<file path="config.mk">
export PLATFORM = sky130hd
export DESIGN_NAME = afe_timing_regs
export DESIGN_NICKNAME = d
export VERILOG_FILES = /design/src/hw/afe_timing_pkg.sv /design/src/hw/afe_timing_regs.sv /design/src/hw/period_compare.sv
export SDC_FILE = /design/constraint.sdc
export NUM_CORES = 1
export LEC_CHECK = 0
export ABC_CLOCK_PERIOD_IN_PS = 2700
export BUFFER_PORTS_ARGS = -buffer_cell sky130_fd_sc_hd__buf_4
export CORE_MARGIN = 4
export CORE_UTILIZATION = 50
export DETAILED_ROUTE_END_ITERATION = 12
export MAX_ROUTING_LAYER = met4
export PLACE_DENSITY = 0.67
export SYNTH_ARGS = -nofsm -noshare
export SYNTH_HDL_FRONTEND = slang
export SYNTH_HIERARCHICAL = 1
export SYNTH_SLANG_ARGS = --single-unit
</file>
<file path="constraint.sdc">
create_clock -name clock -period 2.7 [get_ports clock]
set_input_delay 0.54 -clock clock [delete_from_list [all_inputs] [get_ports clock]]
set_output_delay 0.54 -clock clock [all_outputs]
set_load 0.05 [all_outputs]
</file>
<file path="src/hw/afe_timing_pkg.sv">
// constants shared by the command and second-LED timing register bank
package afe_timing_pkg;

  // ****************************************
  // register offsets
  // ****************************************
  localparam logic [7:0] CMD_ADDR          = 8'h00;
  localparam logic [7:0] SAMPLE_START_ADDR = 8'h01;
  localparam logic [7:0] SAMPLE_END_ADDR   = 8'h02;
  localparam logic [7:0] DRIVE_START_ADDR  = 8'h03;
  localparam logic [7:0] DIAGNOSTIC_FLAGS_FLAGS_ADDR   = 8'h30;

  // ****************************************
  // command register fields
  // ****************************************
  localparam int SOFT_RESET_BIT = 3;
  localparam int DIAGNOSTIC_FLAGS_RUN_BIT   = 2;
  localparam int HOLD_BIT       = 1;
  localparam int READBACK_BIT   = 0;

  // ****************************************
  // widths and reset values
  // ****************************************
  localparam int ADDR_WIDTH  = 8;
  localparam int DATA_WIDTH  = 24;
  localparam int COUNT_WIDTH = 16;
  localparam int FLAGS_WIDTH = 13;
  localparam int FRAME_BITS  = ADDR_WIDTH + DATA_WIDTH;

  localparam logic [DATA_WIDTH-1:0]  CMD_RESET   = 24'h000000;
  localparam logic [COUNT_WIDTH-1:0] COUNT_RESET = 16'h0000;
  localparam logic [FLAGS_WIDTH-1:0] FLAGS_RESET = 13'h0000;

  // ****************************************
  // timing
  // ****************************************
  localparam int CLOCK_PERIOD_NS   = 8;
  localparam int TIMER_TICK_NS     = 250;
  localparam int TIMER_TICK_CYCLES = TIMER_TICK_NS / CLOCK_PERIOD_NS;
  localparam int DIAGNOSTIC_FLAGS_TIME_MS      = 16;
  localparam int DIAGNOSTIC_FLAGS_CYCLES       =
    DIAGNOSTIC_FLAGS_TIME_MS * 1000000 / CLOCK_PERIOD_NS;

endpackage

</file>
<file path="src/hw/afe_timing_regs.sv">
// command register, second-LED timing compares and serial register port
`timescale 1ns/1ps

// Summary of operation
// - Command register is write-only, reads as zero and resets to zero.
// - Command bit 3 resets every register to default, then self-clears.
// - Writing one to command bit 2 starts the diagnostic run at once.
// - At run end the fault results are latched and the run bit clears.
// - The diagnostic run lasts 16 ms and then clears itself.
// - Data is flagged invalid during the run and the host discards it.
// - While command bit 1 is one the timing counters are held in reset.
// - Readback is off by default and is enabled by command bit 0.
// - The sample window opens when the timer reaches the start count.
// - Counts are stored as written; none is limited to the period count.
// - The sample window closes when the timer reaches the end count.
// - The LED drive starts when the timer hits the drive-start count.
// - Compare registers clear to zero at power-up and on a soft reset.
module afe_timing_regs #(
  parameter int DIAGNOSTIC_FLAGS_CYCLES = afe_timing_pkg::DIAGNOSTIC_FLAGS_CYCLES
) (
  input  wire logic        clock,
  input  wire logic        rst_n,
  input  wire logic        sclk,
  input  wire logic        ste_n,
  input  wire logic        sdin,
  output logic             sdout,
  input  wire logic [15:0] period_count,
  input  wire logic [12:0] fault_status,
  output logic             adc_data_invalid,
  output logic             sample_window,
  output logic             drive_start_pulse
);

  localparam int AW = afe_timing_pkg::ADDR_WIDTH;
  localparam int DW = afe_timing_pkg::DATA_WIDTH;
  localparam int CW = afe_timing_pkg::COUNT_WIDTH;
  localparam int FW = afe_timing_pkg::FLAGS_WIDTH;
  localparam int FB = afe_timing_pkg::FRAME_BITS;
  localparam int TICKS = afe_timing_pkg::TIMER_TICK_CYCLES;
  localparam logic [20:0] DIAGNOSTIC_FLAGS_LAST = 21'(DIAGNOSTIC_FLAGS_CYCLES - 1);
  localparam logic [4:0]  TICK_LAST = 5'(TICKS - 1);
  localparam logic [5:0]  ADDR_DONE = 6'(AW - 1);
  localparam logic [5:0]  FRAME_DONE = 6'(FB - 1);
  localparam logic [5:0]  FRAME_END = 6'(FB);
  localparam logic [5:0]  DATA_FIRST = 6'(AW);

  generate
    if (DIAGNOSTIC_FLAGS_CYCLES < 2 || DIAGNOSTIC_FLAGS_CYCLES > 2097151 || TICKS < 1 || TICKS > 32)
    begin : g_bad_param
      $error("afe_timing_regs parameters out of range");
    end
  endgenerate

  typedef struct packed {
    logic          sclk_prev;
    logic [5:0]    bit_count;
    logic [FB-2:0] shift_in;
    logic [DW-1:0] shift_out;
    logic          sdout;
    logic          hold;
    logic          readback;
    logic          diagnostic_flags_active;
    logic [20:0]   diagnostic_flags_count;
    logic [FW-1:0] diagnostic_flags_flags;
    logic [CW-1:0] sample_start;
    logic [CW-1:0] sample_end;
    logic [CW-1:0] drive_start;
    logic [4:0]    tick_count;
    logic          tick;
    logic [CW-1:0] period_timer;
    logic          sample_window;
    logic          drive_start_pulse;
  } state_type;

  state_type     cur;
  state_type     next_state;
  logic          start_hit;
  logic          end_hit;
  logic          drive_hit;
  logic          load_event;
  logic          commit;
  logic          soft_reset;
  logic [AW-1:0] read_addr;
  logic [FB-1:0] frame;

  // ****************************************
  // compares
  // ****************************************
  period_compare #(.WIDTH(CW)) u_start_cmp (
    .clock (clock),
    .rst_n (rst_n),
    .tick  (cur.tick),
    .timer (cur.period_timer),
    .count (cur.sample_start),
    .hit   (start_hit)
  );

  period_compare #(.WIDTH(CW)) u_end_cmp (
    .clock (clock),
    .rst_n (rst_n),
    .tick  (cur.tick),
    .timer (cur.period_timer),
    .count (cur.sample_end),
    .hit   (end_hit)
  );

  period_compare #(.WIDTH(CW)) u_drive_cmp (
    .clock (clock),
    .rst_n (rst_n),
    .tick  (cur.tick),
    .timer (cur.period_timer),
    .count (cur.drive_start),
    .hit   (drive_hit)
  );

  function automatic logic [DW-1:0] read_value(input logic [AW-1:0] addr,
                                               input state_type s);
    logic [DW-1:0] v;
    v = '0;
    unique case (addr)
      afe_timing_pkg::SAMPLE_START_ADDR: v = {8'h00, s.sample_start};
      afe_timing_pkg::SAMPLE_END_ADDR:   v = {8'h00, s.sample_end};
      afe_timing_pkg::DRIVE_START_ADDR:  v = {8'h00, s.drive_start};
      afe_timing_pkg::DIAGNOSTIC_FLAGS_FLAGS_ADDR:   v = {11'h000, s.diagnostic_flags_flags};
      // command register is write-only and reads as zero
      default: v = afe_timing_pkg::CMD_RESET;
    endcase
    return v;
  endfunction

  // ****************************************
  // next state
  // ****************************************
  always_comb begin
    next_state = cur;
    load_event = 1'b0;
    commit     = 1'b0;
    soft_reset = 1'b0;
    read_addr  = {cur.shift_in[AW-2:0], sdin};
    frame      = {cur.shift_in, sdin};
    next_state.sclk_prev = sclk;

    // serial port: sample on rising sclk, shift out on falling sclk
    if (ste_n) begin
      next_state.bit_count = '0;
      next_state.sdout     = 1'b0;
    end else if (sclk && !cur.sclk_prev && cur.bit_count < FRAME_END) begin
      next_state.shift_in  = frame[FB-2:0];
      next_state.bit_count = cur.bit_count + 6'h01;
      if (cur.bit_count == ADDR_DONE) begin
        load_event = 1'b1;
        // data is shifted out as zero until readback is allowed
        next_state.shift_out = cur.readback ?
          read_value(read_addr, cur) : '0;
      end
      if (cur.bit_count == FRAME_DONE) begin
        commit = 1'b1;
      end
    end else if (!sclk && cur.sclk_prev && cur.bit_count >= DATA_FIRST &&
                 cur.bit_count < FRAME_END) begin
      next_state.sdout     = cur.shift_out[DW-1];
      next_state.shift_out = {cur.shift_out[DW-2:0], 1'b0};
    end

    // diagnostic run
    if (cur.diagnostic_flags_active) begin
      if (cur.diagnostic_flags_count == DIAGNOSTIC_FLAGS_LAST) begin
        next_state.diagnostic_flags_active = 1'b0;
        next_state.diagnostic_flags_count  = '0;
        next_state.diagnostic_flags_flags  = fault_status;
      end else begin
        next_state.diagnostic_flags_count = cur.diagnostic_flags_count + 21'h000001;
      end
    end

    // register writes; upper command bits are simply not looked at
    if (commit) begin
      if (frame[FB-1:DW] == afe_timing_pkg::CMD_ADDR) begin
        if (frame[afe_timing_pkg::SOFT_RESET_BIT]) begin
          soft_reset = 1'b1;
        end else begin
          next_state.hold = frame[afe_timing_pkg::HOLD_BIT];
          next_state.readback = frame[afe_timing_pkg::READBACK_BIT];
          if (frame[afe_timing_pkg::DIAGNOSTIC_FLAGS_RUN_BIT] && !cur.diagnostic_flags_active) begin
            next_state.diagnostic_flags_active = 1'b1;
            next_state.diagnostic_flags_count  = '0;
          end
        end
      end else if (!cur.readback) begin
        // while readback is on, frames to other registers are reads
        unique case (frame[FB-1:DW])
          afe_timing_pkg::SAMPLE_START_ADDR:
            next_state.sample_start = frame[CW-1:0];
          afe_timing_pkg::SAMPLE_END_ADDR:
            next_state.sample_end = frame[CW-1:0];
          afe_timing_pkg::DRIVE_START_ADDR:
            next_state.drive_start = frame[CW-1:0];
          default: next_state.hold = cur.hold;
        endcase
      end
    end

    // timer tick and period timer
    if (cur.tick_count == TICK_LAST) begin
      next_state.tick_count = '0;
      next_state.tick       = 1'b1;
    end else begin
      next_state.tick_count = cur.tick_count + 5'h01;
      next_state.tick       = 1'b0;
    end
    if (cur.hold) begin
      next_state.period_timer = '0;
      next_state.tick_count   = '0;
      next_state.tick         = 1'b0;
    end else if (cur.tick) begin
      // wrap at the programmed period length
      if (cur.period_timer == period_count) begin
        next_state.period_timer = '0;
      end else begin
        next_state.period_timer = cur.period_timer + 16'h0001;
      end
    end

    // start wins when start and end counts coincide
    if (start_hit) begin
      next_state.sample_window = 1'b1;
    end else if (end_hit) begin
      next_state.sample_window = 1'b0;
    end
    next_state.drive_start_pulse = drive_hit;

    if (soft_reset) begin
      next_state.hold          = 1'b0;
      next_state.readback      = 1'b0;
      next_state.diagnostic_flags_active   = 1'b0;
      next_state.diagnostic_flags_count    = '0;
      next_state.diagnostic_flags_flags    = afe_timing_pkg::FLAGS_RESET;
      next_state.sample_start  = afe_timing_pkg::COUNT_RESET;
      next_state.sample_end    = afe_timing_pkg::COUNT_RESET;
      next_state.drive_start   = afe_timing_pkg::COUNT_RESET;
      next_state.period_timer  = '0;
      next_state.tick_count    = '0;
      next_state.tick          = 1'b0;
      next_state.sample_window = 1'b0;
    end
  end

  // all reset values are zero, matching the register defaults
  always_ff @(posedge clock) begin
    if (!rst_n) begin
      cur <= '0;
    end else begin
      cur <= next_state;
    end
  end

  assign sdout             = cur.sdout;
  assign adc_data_invalid  = cur.diagnostic_flags_active;
  assign sample_window     = cur.sample_window;
  assign drive_start_pulse = cur.drive_start_pulse;
endmodule

</file>
<file path="src/hw/period_compare.sv">
// one equality compare of the period timer against a programmed count
`timescale 1ns/1ps

module period_compare #(
  parameter int WIDTH = 16
) (
  input  wire logic             clock,
  input  wire logic             rst_n,
  input  wire logic             tick,
  input  wire logic [WIDTH-1:0] timer,
  input  wire logic [WIDTH-1:0] count,
  output logic                  hit
);

  typedef struct packed {
    logic hit;
  } state_type;

  state_type cur;
  state_type next_state;

  generate
    if (WIDTH < 1) begin : g_bad_width
      $error("period_compare width must be positive");
    end
  endgenerate

  always_comb begin
    next_state     = cur;
    next_state.hit = tick && (timer == count);
  end

  always_ff @(posedge clock) begin
    if (!rst_n) begin
      cur <= '0;
    end else begin
      cur <= next_state;
    end
  end

  assign hit = cur.hit;
endmodule

</file>
-- Yosys cells after proc, flatten, opt, wreduce, memory -nomap -nowiden
Cells that the tools add are included.
- flip-flop bits (word level): 175
- input bits: 34
- $add $sub $neg: 4
- order comparisons: 2
- equality and inequality tests: 16
- multiplexer cells: 23
- bitwise logic cells: 6
- reductions and logical operators: 27
- operators with widths (operator ; count):
    two-way mux 22 bit ; 4
    equality test 16 bit ; 4
    case mux 16 bit (4 select lines) ; 1
    two-way mux 24 bit ; 2
    two-way mux 35 bit ; 1
    equality test 8 x 2 -> 1 bit (second input constant) ; 4
    two-way mux 16 bit ; 2
    two-way mux 25 bit ; 1
    adder 21 x 1 -> 21 bit (second input constant) ; 1
    equality test 21 bit (second input constant) ; 1
    two-way mux 21 bit ; 1
    adder 16 x 1 -> 16 bit (second input constant) ; 1
    equality test 8 x 1 -> 1 bit (second input constant) ; 2
    two-way mux 13 bit ; 1
    AND reduction 4 bit ; 3
    two-way mux 1 bit ; 10
    logical AND 1 bit ; 9
    equality test 8 x 6 -> 1 bit (second input constant) ; 1
    logical NOT 8 bit ; 1
    adder 6 x 1 -> 6 bit (second input constant) ; 1
    equality test 6 x 3 -> 1 bit (second input constant) ; 1
    equality test 6 x 5 -> 1 bit (second input constant) ; 1
    >= comparator 6 x 4 -> 1 bit (second input constant) ; 1
    less-than comparator 6 bit (second input constant) ; 1
    other kinds (11) ; 23

-- Longest topological paths before layout
Gate-level depths: netlist of run 1.
- depth after elaboration: 7
- gate-level depth with buffers: 8

-- Hierarchy
Netlist of run 1, hierarchy kept.
- modules (own cells, without submodules) (module ; times used ; cells an instance ; area each (µm²) ; seq. area each (µm²)):
    afe_timing_regs ; 1 ; 864 ; 7375.8 ; 3443.3
    period_compare ; 3 ; 23 ; 203.9 ; 20.0

-- Least setup slack after synthesis of run 1
No wires, ideal clock.
- path kind: flip-flop to flip-flop
- start: register cur, in the netlist adc_data_invalid
- end: register cur[104] (netlist bit)
- setup time: 115 ps
- arrival time: 1991 ps
- required time: 2585 ps
- path slack: 594 ps
- cell stages (with the launch flop): 7
- clock period less this slack: 2106 ps
- cell sequence: dfxtp_1 clkbuf_1 nand4_1 nor4_2 nand4_1 xor2_1 nor2_2
- cells in the longest elaborated chain, start to end: 6
- RTL lines (element ; RTL line ; text):
    start, declared ; afe_timing_regs.sv:75 ; state_type cur;
    start signal, assigned ; afe_timing_regs.sv:253 ; cur <= next_state;
    logical NOT 1 bit ; afe_timing_regs.sv:184 ; if (frame[afe_timing_pkg::DIAGNOSTIC_FLAGS_RUN_BIT] && !cur.diagnostic_flags_active) begin
    logical AND 1 bit ; afe_timing_regs.sv:184 ;
    two-way mux 22 bit ; afe_timing_regs.sv:184 ;
    two-way mux 22 bit ; afe_timing_regs.sv:179 ; if (frame[afe_timing_pkg::SOFT_RESET_BIT]) begin
    two-way mux 22 bit ; afe_timing_regs.sv:178 ; if (frame[FB-1:DW] == afe_timing_pkg::CMD_ADDR) begin
    two-way mux 22 bit * ; afe_timing_regs.sv:177 ; if (commit) begin
Every way passes the cells marked *; elsewhere a longest branch is shown, timed or not.
A chain may end at the register's enable or synchronous reset.

-- Final worst setup path of run 1
- start: register cur[165] (netlist bit)
- end: register cur[93] (netlist bit)
- cells in the longest elaborated chain, start to end: 6
- RTL lines (element ; RTL line ; text):
    less-than comparator 6 bit / equality test 6 x 5 -> 1 bit (equally long branches) ; afe_timing_regs.sv:147, afe_timing_regs.sv:156 ;
    logical AND 1 bit / two-way mux 1 bit (equally long branches) ; afe_timing_regs.sv:147, afe_timing_regs.sv:156 ;
    two-way mux 1 bit * ; afe_timing_regs.sv:147 ; end else if (sclk && !cur.sclk_prev && cur.bit_count < FRAME_END) begin
    two-way mux 1 bit * ; afe_timing_regs.sv:144 ; if (ste_n) begin
    two-way mux 1 bit ; afe_timing_regs.sv:177 ;
    OR reduction 2 bit (no source line) ; n/a ;
Marks and branches as above.

==> results.md, run 1 <==
Setup path:
- In this run the worst setup path terminates at cur[93].
- Counting cells, the worst reg-to-reg path comes to 7.
- The longest individual stage delay on the worst path is 0.41 ns.
- For the worst setup path, the data required time is 3.01 ns.
- The standard cell with the maximum stage delay on the critical path is sky130_fd_sc_hd__dfxtp_1.
- The worst path arrival time is 2.38 ns.
- The kind of critical path is register to register.
- The startpoint of the worst register-to-register path is cur[165].
- The register-to-register setup slack is 0.63 ns.
- The critical path goes through ha_1 -> nor3b_1 -> nand3_1 -> o31ai_2 -> nand2b_1 -> buf_4 -> nor2_1.
- The endpoint of the lowest-slack register-to-register path is cur[93].
- STA classifies the critical path endpoint as a register.
- Of all nets on the critical path, the largest fanout is 16.
- The beginning of the critical path is cur[165].
- The worst setup path is launched from a register.

Power and ir drop:
- For this design the static power due to leakage is 3.38 nW.
- The switching fraction of total power is 20.7%.
- The power after layout is 0.00528 W.
- For this design the total switching power over the nets is 0.00109 W.
- The cell area power density is 581 nW/um^2.
- The portion of total power attributed to combinational logic is 3.2%.
- The maximum resistive drop on vdd is 0.454 mV.
- Per report_power, the sequential group accounts for 49.1% of the total.
- The clock network power share is 47.7%.
- Cell internal power was estimated by the tool at 0.00419 W.

Timing:
- After routing, the total negative slack on setup checks comes to 0 ns.
- Static timing analysis puts the maximum clock frequency at 483 MHz.
- The headroom to the max-slew limit is 63.2%.
- The routed design could run at a clock period as short as 2.07 ns.
- The final number of max-transition violations is 0.
- The setup violation total in the final timing report is 0.
- Dividing the final minimum period by the clock period gives 76.7%.
- Setup repair after global routing left no endpoint under its margin.
- The final worst clock skew is 0.00766 ns.
- The final count of hold timing violations came to 0.
- For the pin with the worst max-slew slack, the measured transition is 0.545 ns.

Clocking:
- The number of clock buffers added by TritonCTS is 17.
- The buffer cell driving the clock tree root is sky130_fd_sc_hd__clkbuf_16.
- The clock sink count is 175.
- The maximum level of the CTS H-tree is 4.
- The post-cts sizing count is 0.
- In this run the post-CTS setup repair buffer count came out at 0.
- For this design, the CTS-stage hold fixing added 0 buffers.
- Counting along the longest clock path gives a buffer depth of 2.
- After clock tree synthesis, the clock-pin slew on the worst setup and hold paths is 0.06 ns.
- The CTS tree is built.
- The insertion delay of the later-clocked pin in the worst-skew pair is 0.42 ns.

Global routing:
- The total congestion overflow after global routing is 0.
- The first global-routing pass estimated 32100 um of wire.
- The via count of the first global-routing pass is 6148.
- Global routing used 22.9% of the available tracks.
- The initial antenna violation count is 0.
- Entering global routing, the biggest net connects 40 pins.

Outcome:
- The run finished with clean final reports.

Placement:
- Routability-driven placement finished with a final weighted congestion of 0.905.
- The post-detailed-placement half-perimeter wirelength is 13400 um.
- Port buffering added 37 buffers.

Yosys:
- The Yosys step of the flow raised 6 warnings.
- The fraction of synthesis flops using an asynchronous set or reset pin is 0%.
- The mean instance size in the synthesized netlist is 8.56 um^2.
- The most used flip-flop cell after synthesis is sky130_fd_sc_hd__dfxtp_1.
- The number of nets in the synthesized netlist is 973.
- The synthesized netlist contains 55 unique library cells.
- The count of flip-flops with a built-in enable after synthesis is 0.
- In this run, synthesis produced a sequential element count of 175.
- The sequential element share of the synthesized area is 43.9%.
- Synthesis produced 933 cells.
- The post-synth design cell area is 7990 um^2.

Route:
- The number of detailed-routing iterations run before antenna repair is 7.
- After detailed routing, the number of vias per cell comes to 5.52.
- Once detail routing completed, the nets flagged for antenna violations numbered 0.
- Summed over all layers, the routed wires come to 19400 um.
- Dividing the detail-routed wire length by the instance count gives 16.4 um.
- The number of vias after detailed routing is 6526.
- The count of unresolved DRC violations after routing is 0.
- The number of DRC markers in iteration 0 is 500.

Floorplan:
- The floorplan die area is 18100 um^2.
- The die width is 134 um.
- In this run the standard cell core region covers 15400 um^2.
- The floorplan has 45 rows.
- The starting utilization of the core area is 51.8%.
- Measured along the y axis, the die boundary spans 134 um.
- In this run the count of I/O pins placed on the die edge is 38.

Layout:
- The filler cell count is 1422.
- The share of post-route cells with drive strength above 1 is 11.9%.
- The diode insertion count for antenna repair is 0.
- In the layout the commonest cells are 175 x sky130_fd_sc_hd__dfxtp_1, 158 x sky130_fd_sc_hd__nand2_1, 93 x sky130_fd_sc_hd__nor2_1.
- After the last flow step, the layout net total stands at 999.
- The most frequent standard cell in the layout excluding fill and tap cells is sky130_fd_sc_hd__dfxtp_1.
- For this run, the share of the core covered by cells in the final layout is 58.9%.
- The area growth from synthesis to layout is 13.8%.

Min path:
- The worst hold path passes through 2 cells.
- The worst min-delay path class is primary input to register.

Run:
- Max-cap violations in this run came to 0.
-- worst min-delay path by stage --
| stage | startpoint | to |
|---|---|---|
| after global placement | u_start_cmp/hit | sample_window |
| final | sclk | cur[171] |
| after detailed placement | u_drive_cmp/hit | drive_start_pulse |
| after global routing | fault_status[0] | cur[72] |
| after CTS | sclk | cur[171] |
| after floorplan | u_drive_cmp/hit | drive_start_pulse |
-- power groups by stage --
stage                     clock network [W]  logic [W]  registers (W)
after global placement                    0   0.000171        0.00265
after detailed placement                  0   0.000170        0.00265
after CTS                           0.00256   0.000170        0.00259
after global routing                0.00268   0.000186        0.00259
final                               0.00252   0.000171        0.00259
after floorplan                           0  0.0000980        0.00265
-- synthesized netlist by cell type (5+ instances only) --
cell type | instances | share of area (%)
sky130_fd_sc_hd__nor4_1 | 8 | 0.63
sky130_fd_sc_hd__inv_1 | 11 | 0.52
sky130_fd_sc_hd__a22oi_1 | 25 | 2.3
sky130_fd_sc_hd__xnor2_1 | 54 | 5.9
sky130_fd_sc_hd__xor2_1 | 46 | 5.0
sky130_fd_sc_hd__buf_2 | 11 | 0.69
sky130_fd_sc_hd__dfxtp_1 | 175 | 44
sky130_fd_sc_hd__nor2_1 | 93 | 4.4
sky130_fd_sc_hd__and4_1 | 5 | 0.55
sky130_fd_sc_hd__o21ai_0 | 27 | 1.7
sky130_fd_sc_hd__nand4_1 | 28 | 2.2
sky130_fd_sc_hd__ha_1 | 6 | 0.94
sky130_fd_sc_hd__mux2i_1 | 45 | 5.6
sky130_fd_sc_hd__nand3_1 | 20 | 1.3
sky130_fd_sc_hd__o22ai_1 | 16 | 1.3
sky130_fd_sc_hd__nand2_1 | 158 | 7.4
sky130_fd_sc_hd__clkbuf_1 | 38 | 1.8
sky130_fd_sc_hd__nor2_2 | 10 | 0.78
sky130_fd_sc_hd__a21oi_1 | 85 | 5.3
sky130_fd_sc_hd__nor3_1 | 5 | 0.31
-- state kept, by name, summed over array words and instances (netlist names) --
signal and count:
cur 168, adc_data_invalid 1, drive_start_pulse 1, sample_window 1, sdout 1, u_drive_cmp/hit 1
u_end_cmp/hit 1, u_start_cmp/hit 1
-- worst max-delay path, delay by kind of cell, from the launching register on --
family,cells,cell delay [ns]
compound gates,1,0.36
fa+ha+maj,1,0.23
buf+inv,1,0.25
flops,1,0.41
simple gates,4,0.72
-- per-stage QoR --
stage / cell area, um^2 / worst slack [ns] / cells / hold slack (ns)
final: 9090 / 0.628 / 1182 / 0.350
after global routing: 9090 / 0.350 / 1182 / 0.343
after CTS: 9090 / 0.626 / 1182 / 0.336
after detailed placement: 8490 / 0.520 / 1151 / 0.419
after global placement: 8490 / 0.534 / 1151 / 0.420
after floorplan: 7990 / 0.594 / 933 / 0.412
-- layer usage --
metal  wire length [um]  global-route usage, %
met1               9640                   32.5
met2               8270                   32.8
met3               1250                   5.40
met4                238                   5.83
met5                  0                      -
-- cells by family after synthesis --
group                      share of synthesized area (%)
and+or+nand+nor                                     22.7
DFF                                                 43.9
AOI/OAI and AO/OA                                   11.8
xor gates and xnor gates                            11.0
buffers and inverters                               3.63
muxes                                               6.06
adders and majority gates                          0.940
-- layout make-up --
class	count	area, um^2	area share [%]
tap	211	264	2.90
multi-input combinational	693	4210	46.3
sequential	175	3500	38.5
clock buffer	19	433	4.76
inverter	12	45.0	0.496
timing repair buffer	60	463	5.09
clock inverter	12	169	1.86
Power figures use the tool's default switching activity.
==> inputs of run 2 (changes only) <==
Settings changed: ABC_CLOCK_PERIOD_IN_PS 2700 to 1750, PLACE_DENSITY 0.67 to 0.7.
Clock period 2.7 ns to 1.75 ns, I/O delays scaled along.
==> run 2 against run 1 <==
- the run now ends with setup timing left
- largest cell class unchanged
- clock skew up 0.0036 ns
- fmax up 15%
- cell count up 9.1%
- routed wire length up 17%
- critical path type unchanged
==> results.md, run 2 (synthesis gave the netlist of run 1 again) <==
Outcome:
- The run finished, with violations left.
- The final reports fail on setup timing.

Global routing:
- The wire length of the first global-routing pass came to 34300 um (+6.8%).
- The pin count of the biggest net entering global routing is 32 (-20%).
- The aggregate global-route resource usage was 24.5% (+1.6 points).
- The total congestion overflow after global routing came to 0 (unchanged).
- The initial antenna violation count is 0 (unchanged).
- The via count of the first global-routing pass came to 6679 (+8.6%).

Setup path:
- The longest individual stage delay on the worst path is 0.55 ns (+0.14 ns).
- STA classifies the critical path startpoint as a register.
- The endpoint of the lowest-slack register-to-register path is cur[82].
- The maximum fanout along the worst path came to 13 (-3).
- Following the worst setup path forward leads to its endpoint at cur[82].
- In this run the critical register-to-register path is launched from cur[94].
- The depth of the worst register-to-register path is 6 (-1).
- The signal on the critical path passes through or4b_4 -> nor4_4 -> nand4_4 -> buf_12 -> mux2i_1 -> nor2_1.
- The register-to-register setup slack is -0.06 ns (-0.69 ns).
- The largest individual stage delay along the critical path comes from the cell sky130_fd_sc_hd__or4b_4.
- The worst setup path is captured at a register.
- The worst path arrival time is 2.13 ns (-0.25 ns).
- The beginning of the critical path is cur[94].
- The data required time at the worst endpoint was 2.07 ns (-0.94 ns).
- The kind of critical path is register to register.

Clocking:
- The CTS tree is built.
- The total clock buffers created by CTS is 17 (unchanged).
- The maximum count of clock buffers along a single path is 2 (unchanged).
- The maximum level of the CTS H-tree is 4 (unchanged).
- The number of hold-repair buffers added at the cts stage was 0 (unchanged).
- The tree is rooted in a sky130_fd_sc_hd__clkbuf_16.
- The clock-pin slew reported for the worst setup and hold paths after clock tree synthesis is 0.07 ns (about the same).
- The insertion delay of the later-clocked pin in the worst-skew pair is 0.43 ns (about the same).
- The clock sink count is 175 (unchanged).

Timing:
- The final number of max-transition violations is 0 (unchanged).
- Setup repair after global routing could not meet its margin everywhere.
- The final count of hold timing violations is 0 (unchanged).
- The headroom to the max-slew limit is 77.8% (+15 points).
- The upper clock frequency limit was 553 MHz (+15%).
- The actual slew at the worst max-slew pin was 0.330 ns (-0.215 ns).
- The setup violation total in the final timing report came to 44 (+44).
- The final worst clock skew is 0.0112 ns (+0.00358 ns).
- The part of the cycle the worst path needs is 103% (+27 points).
- The minimum period implied by the final worst setup slack was 1.81 ns (-0.264 ns).
- The final worst-path setup slack came to -0.0585 ns (-0.686 ns).

Layout:
- The storage element area was 3540 um^2 (+0.96%).
- The share of post-route cells with drive strength above 1 is 28.5% (+17 points).
- The area added between synthesis and finish is 32.9%.
- The number of standard cells in the layout, taps in and fillers out is 1290 (+9.1%).
- The library cell used most frequently in the layout, excluding fill and tap cells, is sky130_fd_sc_hd__dfxtp_1.
- The number of nets in the layout is 1106 (+11%).
- The total area of multi-input combinational cells is 4690 um^2 (+11%).
- The filler cell count is 1172 (-18%).
- The number of flip-flops under the largest register name is 168 (unchanged).
- Ranked by flip-flop count, first place goes to cur.
- The diode insertion count for antenna repair is 0 (unchanged).
- The library cells used most frequently in the layout, excluding fill and tap cells, are 158 x sky130_fd_sc_hd__dfxtp_1, 157 x sky130_fd_sc_hd__nand2_1, 145 x sky130_fd_sc_hd__buf_4.

Floorplan:
- The y dimension of the die was 134 um (unchanged).
- The starting utilization of the core area is 51.8% (unchanged).
- The area of the core region is 15400 um^2 (unchanged).
- The count of boundary I/O pins is 38 (unchanged).
- The number of rows in the core area is 45 (unchanged).
- The floorplan die area is 18100 um^2 (unchanged).
- The die width is 134 um (unchanged).

Placement:
- The count of buffers inserted at the top-level ports is 37 (unchanged).
- The pre-CTS worst setup slack came to -0.154 ns (-0.675 ns).
- The count of placed standard cells including taps is 1235 (+7.3%).
- The placer's final routability congestion estimate is 0.901 (-0.40%).
- The post-detailed-placement half-perimeter wirelength is 14300 um (+7.2%).

Power and ir drop:
- The sequential power share came to 48.9% (-0.2 points).
- The cell area power density was 769 nW/um^2 (+32%).
- The portion of total power attributed to combinational logic is 4.5% (+1.3 points).
- The maximum resistive drop on vdd is 0.732 mV (+61%).
- The leakage power is 4.06 nW (+20%).
- The cell-internal power is 0.00628 W (+50%).
- The net switching power is 0.00188 W (+72%).
- The clock network power share is 46.5% (-1.2 points).
- The switching fraction of total power is 23.1% (+2.4 points).

Route:
- The number of DRC markers in iteration 0 came to 789 (+58%).
- The number of vias after detailed routing is 7173 (+9.9%).
- The number of detailed-routing iterations run before antenna repair is 6 (-1).
- The remaining antenna violation count after routing is 0 (unchanged).
- The ratio of routed vias to standard cells came to 5.56 (+0.71%).
- The total wirelength of the detailed-routed design was 22800 um (+17%).
- The mean routed wirelength per cell is 17.6 um (+7.5%).
- The count of unresolved DRC violations after routing came to 0 (unchanged).

Min path:
- The worst min-delay path class is primary input to register.

Run:
- The max-capacitance violation count is 0 (unchanged).
-- run 2: power groups by stage --
stage | clock network (W) | logic, W | registers, W
2_1_floorplan | 0 | 0.000154 | 0.00409
3_3_place_gp | 0 | 0.000305 | 0.00409
3_5_place_dp | 0 | 0.000307 | 0.00409
4_1_cts | 0.00385 | 0.000320 | 0.00400
5_1_grt | 0.00404 | 0.000390 | 0.00399
6_report | 0.00380 | 0.000368 | 0.00399
-- run 2: stage by stage --
step	instance area, um^2	total power [W]	util [%]	hold WS [ns]	TNS [ns]
finish	10600	0.00816	68.8	0.150	-1.41
global route	10600	0.00843	68.8	0.138	-4.53
CTS	10100	0.00817	65.3	0.142	-0.698
detailed placement	9280	0.00440	60.1	0.441	-8.22
global placement	9280	0.00439	60.1	0.418	-5.18
floorplan	8050	0.00424	-	0.412	0
-- run 2: metal layers --
layer | vias up | wire (um) | part of all wire (%) | track usage (%)
li1 | 3486 | - | - | -
met1 | 3403 | 10000 | 44 | 32.3
met2 | 248 | 10500 | 46 | 37.7
met3 | 36 | 1680 | 7.4 | 6.26
met4 | 0 | 486 | 2.1 | 6.56
met5 | - | 0 | 0 | -
-- run 2: how the worst min path moves through the flow --
stage                     from                 to  slack, ns  depth (start not counted)
4_1_cts        fault_status[9]            cur[81]       0.14                          3
3_5_place_dp          cur[110]           cur[110]       0.44                          2
2_1_floorplan  u_drive_cmp/hit  drive_start_pulse       0.41                          1
6_report       fault_status[9]            cur[81]       0.15                          3
5_1_grt        fault_status[9]            cur[81]       0.14                          3
3_3_place_gp   u_start_cmp/hit      sample_window       0.42                          2
-- run 2: critical path: cells and delay by family, from the launching register on --
kind | cells | cell delay (ns)
AND/OR/NAND/NOR | 4 | 1.01
flip-flops | 1 | 0.32
buffers and inverters | 1 | 0.20
multiplexers | 1 | 0.16
-- run 2: layout make-up --
type,instances,share of cell area (%)
multi-input cells,693,44.2
repair buffers,167,14.0
flip-flops and latches,175,33.3
well taps,211,2.49
clock inverters,14,1.50
clock buffers,18,4.04
inverters,12,0.424
-- run 2: what timing repair did --
action	in CTS	in global routing
setup buffers	7	10
gates resized for setup	31	98
pin swaps	11	49
gates cloned	2	4
endpoints found under the setup margin	126	125
==> inputs of run 3 (changes only) <==
Settings changed: CORE_MARGIN 4 to default.
==> run 3 against run 2 <==
- the flow still finishes with violations (setup timing)
- final area decreased by 3.1%
- global-route usage increased by 1.7 points
- die area decreased by 8.7%
- via count decreased by 2.1%
- clock power decreased by 9.2%
- sequential share of layout area increased by 1.0 points
- largest cell class unchanged
==> results.md, run 3 (synthesis gave the netlist of run 1 again) <==
Outcome:
- The flow ran to the end, but the final reports show violations.
- The checks that failed: setup timing.

Clocking:
- The maximum count of clock buffers along a single path is 2 (unchanged).
- The insertion delay of the later-clocked pin in the worst-skew pair is 0.43 ns (about the same).
- In this run the clock root is driven by a sky130_fd_sc_hd__clkbuf_16.
- The clock-pin slew reported for the worst setup and hold paths after clock tree synthesis is 0.06 ns (about the same).
- The number of hold-repair buffers added at the cts stage is 0 (unchanged).
- The clock sink count was 175 (unchanged).
- The maximum level of the CTS H-tree is 4 (unchanged).
- The total clock buffers created by CTS came to 17 (unchanged).
- The CTS tree is built.

Power and ir drop:
- The leakage power is 4.07 nW (+0.26%).
- The cell area power density is 756 nW/um^2 (-1.6%).
- The maximum resistive drop on vdd came to 0.760 mV (+3.8%).

Run:
- The max-capacitance violation count came to 0 (unchanged).

Setup path:
- STA classifies the critical path endpoint as a register.
- The kind of critical path is register to register.
- The worst path arrival time is 2.17 ns (+0.04 ns).
- The standard cell with the maximum stage delay on the critical path is sky130_fd_sc_hd__nor4b_4.
- The number of buffer and inverter instances along the worst setup path is 1 (unchanged).
- The maximum fanout along the worst path is 8 (-5).
- The critical path goes through nor4b_4 -> and3_4 -> and4b_2 -> clkbuf_16 -> nand2_2 -> a21oi_1.
- The kind of cell with the highest combined delay along the critical path is simple AND/OR/NAND/NOR gates.
- The startpoint type of the worst setup path is a register.
- The longest individual stage delay on the worst path is 0.38 ns (-0.17 ns).
- The data required time at the worst endpoint came to 2.10 ns (+0.03 ns).

Floorplan:
- The floorplan die area was 16500 um^2 (-8.7%).
- The starting utilization of the core area is 52.0% (+0.19 points).
- The die width is 128 um (-4.5%).
- The number of rows in the core area is 45 (unchanged).
- The y dimension of the die was 128 um (-4.5%).
- The count of boundary I/O pins was 38 (unchanged).
- The area of the core region is 15400 um^2 (-0.36%).

Timing:
- The part of the cycle the worst path needs is 104% (+0.37 points).
- The final number of max-transition violations came to 0 (unchanged).
- The final count of hold timing violations came to 0 (unchanged).
- The headroom to the max-slew limit is 77.5% (-0.30 points).
- The minimum period implied by the final worst setup slack was 1.81 ns (+0.00639 ns).
- Setup repair after global routing could not meet its margin everywhere.
- The final worst clock skew is 0.00881 ns (-0.00243 ns).
- The upper clock frequency limit is 551 MHz (-0.35%).
- The actual slew at the worst max-slew pin is 0.334 ns (+0.00443 ns).
- The final worst-path setup slack is -0.0649 ns (-0.00639 ns).
- The setup violation total in the final timing report is 44 (unchanged).

Global routing:
- The aggregate global-route resource usage was 26.2% (+1.7 points).
- The pin count of the biggest net entering global routing is 42 (+31%).
- The total congestion overflow after global routing is 0 (unchanged).
- The wire length of the first global-routing pass is 32500 um (-5.2%).
- The via count of the first global-routing pass is 6455 (-3.4%).
- The initial antenna violation count was 0 (unchanged).

Layout:
- The diode insertion count for antenna repair was 0 (unchanged).
- The share of post-route cells with drive strength above 1 came to 26.7% (-1.8 points).
- The top cell types in the final layout, fill and taps aside, are 159 x sky130_fd_sc_hd__dfxtp_1, 143 x sky130_fd_sc_hd__nand2_1, 138 x sky130_fd_sc_hd__buf_4.
- The final cell area excluding filler cells was 10300 um^2 (-3.1%).
- The register containing the most flip-flops in the final layout is cur.
- The filler cell count is 1228 (+4.8%).
- The total area of multi-input combinational cells was 4560 um^2 (-2.8%).
- Leaving out fill and tap cells, the most frequent cell in the layout is sky130_fd_sc_hd__dfxtp_1.
- The number of flip-flops under the largest register name is 168 (unchanged).
- The area added between synthesis and finish is 28.8%.
- The storage element area was 3530 um^2 (-0.18%).
- The number of nets in the layout came to 1097 (-0.81%).

Route:
- The ratio of routed vias to standard cells is 5.50 (-1.1%).
- The count of unresolved DRC violations after routing is 0 (unchanged).
- The mean routed wirelength per cell came to 16.5 um (-6.4%).
- The total wirelength of the detailed-routed design is 21100 um (-7.3%).
- The number of detailed-routing iterations run before antenna repair came to 5 (-1).
- The remaining antenna violation count after routing is 0 (unchanged).
- The number of DRC markers in iteration 0 was 640 (-19%).
- The number of vias after detailed routing is 7020 (-2.1%).

Placement:
- The placer's final routability congestion estimate was 0.945 (+4.8%).
- The pre-CTS worst setup slack is -0.158 ns (-0.00393 ns).
- The post-detailed-placement half-perimeter wirelength is 14400 um (+0.24%).
- The count of buffers inserted at the top-level ports came to 37 (unchanged).
- The post-detailed-placement cell area is 9250 um^2 (-0.27%).

Min path:
- The worst min-delay path class is primary input to register.
## run 3: cell count changes in the layout (fill, tap and decap cells not counted), sizes merged
cell / previous run / this run
buf: 164 / 156
clkbuf: 21 / 24
clkinvlp: 1 / 2
inv: 14 / 11
bufinv: 2 / 0
clkinv: 9 / 5
## run 3: worst paths after layout
kind / endpoint / cells after the start / slack (ns) / start
worst max-delay path: cur[52] / 6 / -0.06 / cur[171]
worst min-delay path: cur[73] / 3 / 0.16 / fault_status[1]
worst max register to register: cur[52] / 6 / -0.06 / cur[171]
worst min register to register: sample_window / 2 / 0.44 / u_start_cmp/hit
## run 3: power by group
| part | leakage, nW | internal (W) | switching [W] |
|---|---|---|---|
| combinational | 2.39 | 0.000148 | 0.000183 |
| sequential | 1.42 | 0.00399 | 0.00000980 |
| clock | 0.261 | 0.00197 | 0.00148 |
| total | 4.07 | 0.00611 | 0.00168 |
## run 3: final cells by class
cell class / count / share of cell area, %
repair buffers: 158 / 13.2
well taps: 211 / 2.57
clock buffers: 22 / 4.82
flip-flops and latches: 175 / 34.3
clock inverters: 6 / 0.341
inverters: 12 / 0.438
multi-input cells: 693 / 44.3
## run 3: stage by stage
stage / cells / utilization (%) / hold slack (ns) / power, W / TNS [ns]
floorplan: 933 / - / 0.412 / 0.00424 / 0
detailed placement: 1235 / 60.2 / 0.434 / 0.00439 / -9.72
global route: 1277 / 66.9 / 0.158 / 0.00800 / -6.90
global placement: 1235 / 60.2 / 0.425 / 0.00438 / -8.53
CTS: 1264 / 64.1 / 0.140 / 0.00781 / -0.341
finish: 1277 / 66.9 / 0.157 / 0.00778 / -1.00
## run 3: repair_timing
item	4_1_cts	5_1_grt
pin swaps	1	39
setup endpoints to repair	121	124
cloned	0	4
gates resized for setup	15	83
setup buffers	1	9
## run 3: routing by layer
metal / routed length (um) / GRT usage [%]
met5: 0 / -
met2: 9660 / 40.0
met1: 9720 / 34.3
met4: 421 / 10.1
met3: 1280 / 4.82
## run 3: worst reg2reg max path: stages (launching register included)
cell                        delay [ns]
sky130_fd_sc_hd__dfxtp_4          0.35
sky130_fd_sc_hd__nor4b_4          0.38
sky130_fd_sc_hd__and3_4           0.26
sky130_fd_sc_hd__and4b_2          0.34
sky130_fd_sc_hd__clkbuf_16        0.22
sky130_fd_sc_hd__nand2_2          0.06
sky130_fd_sc_hd__a21oi_1          0.13
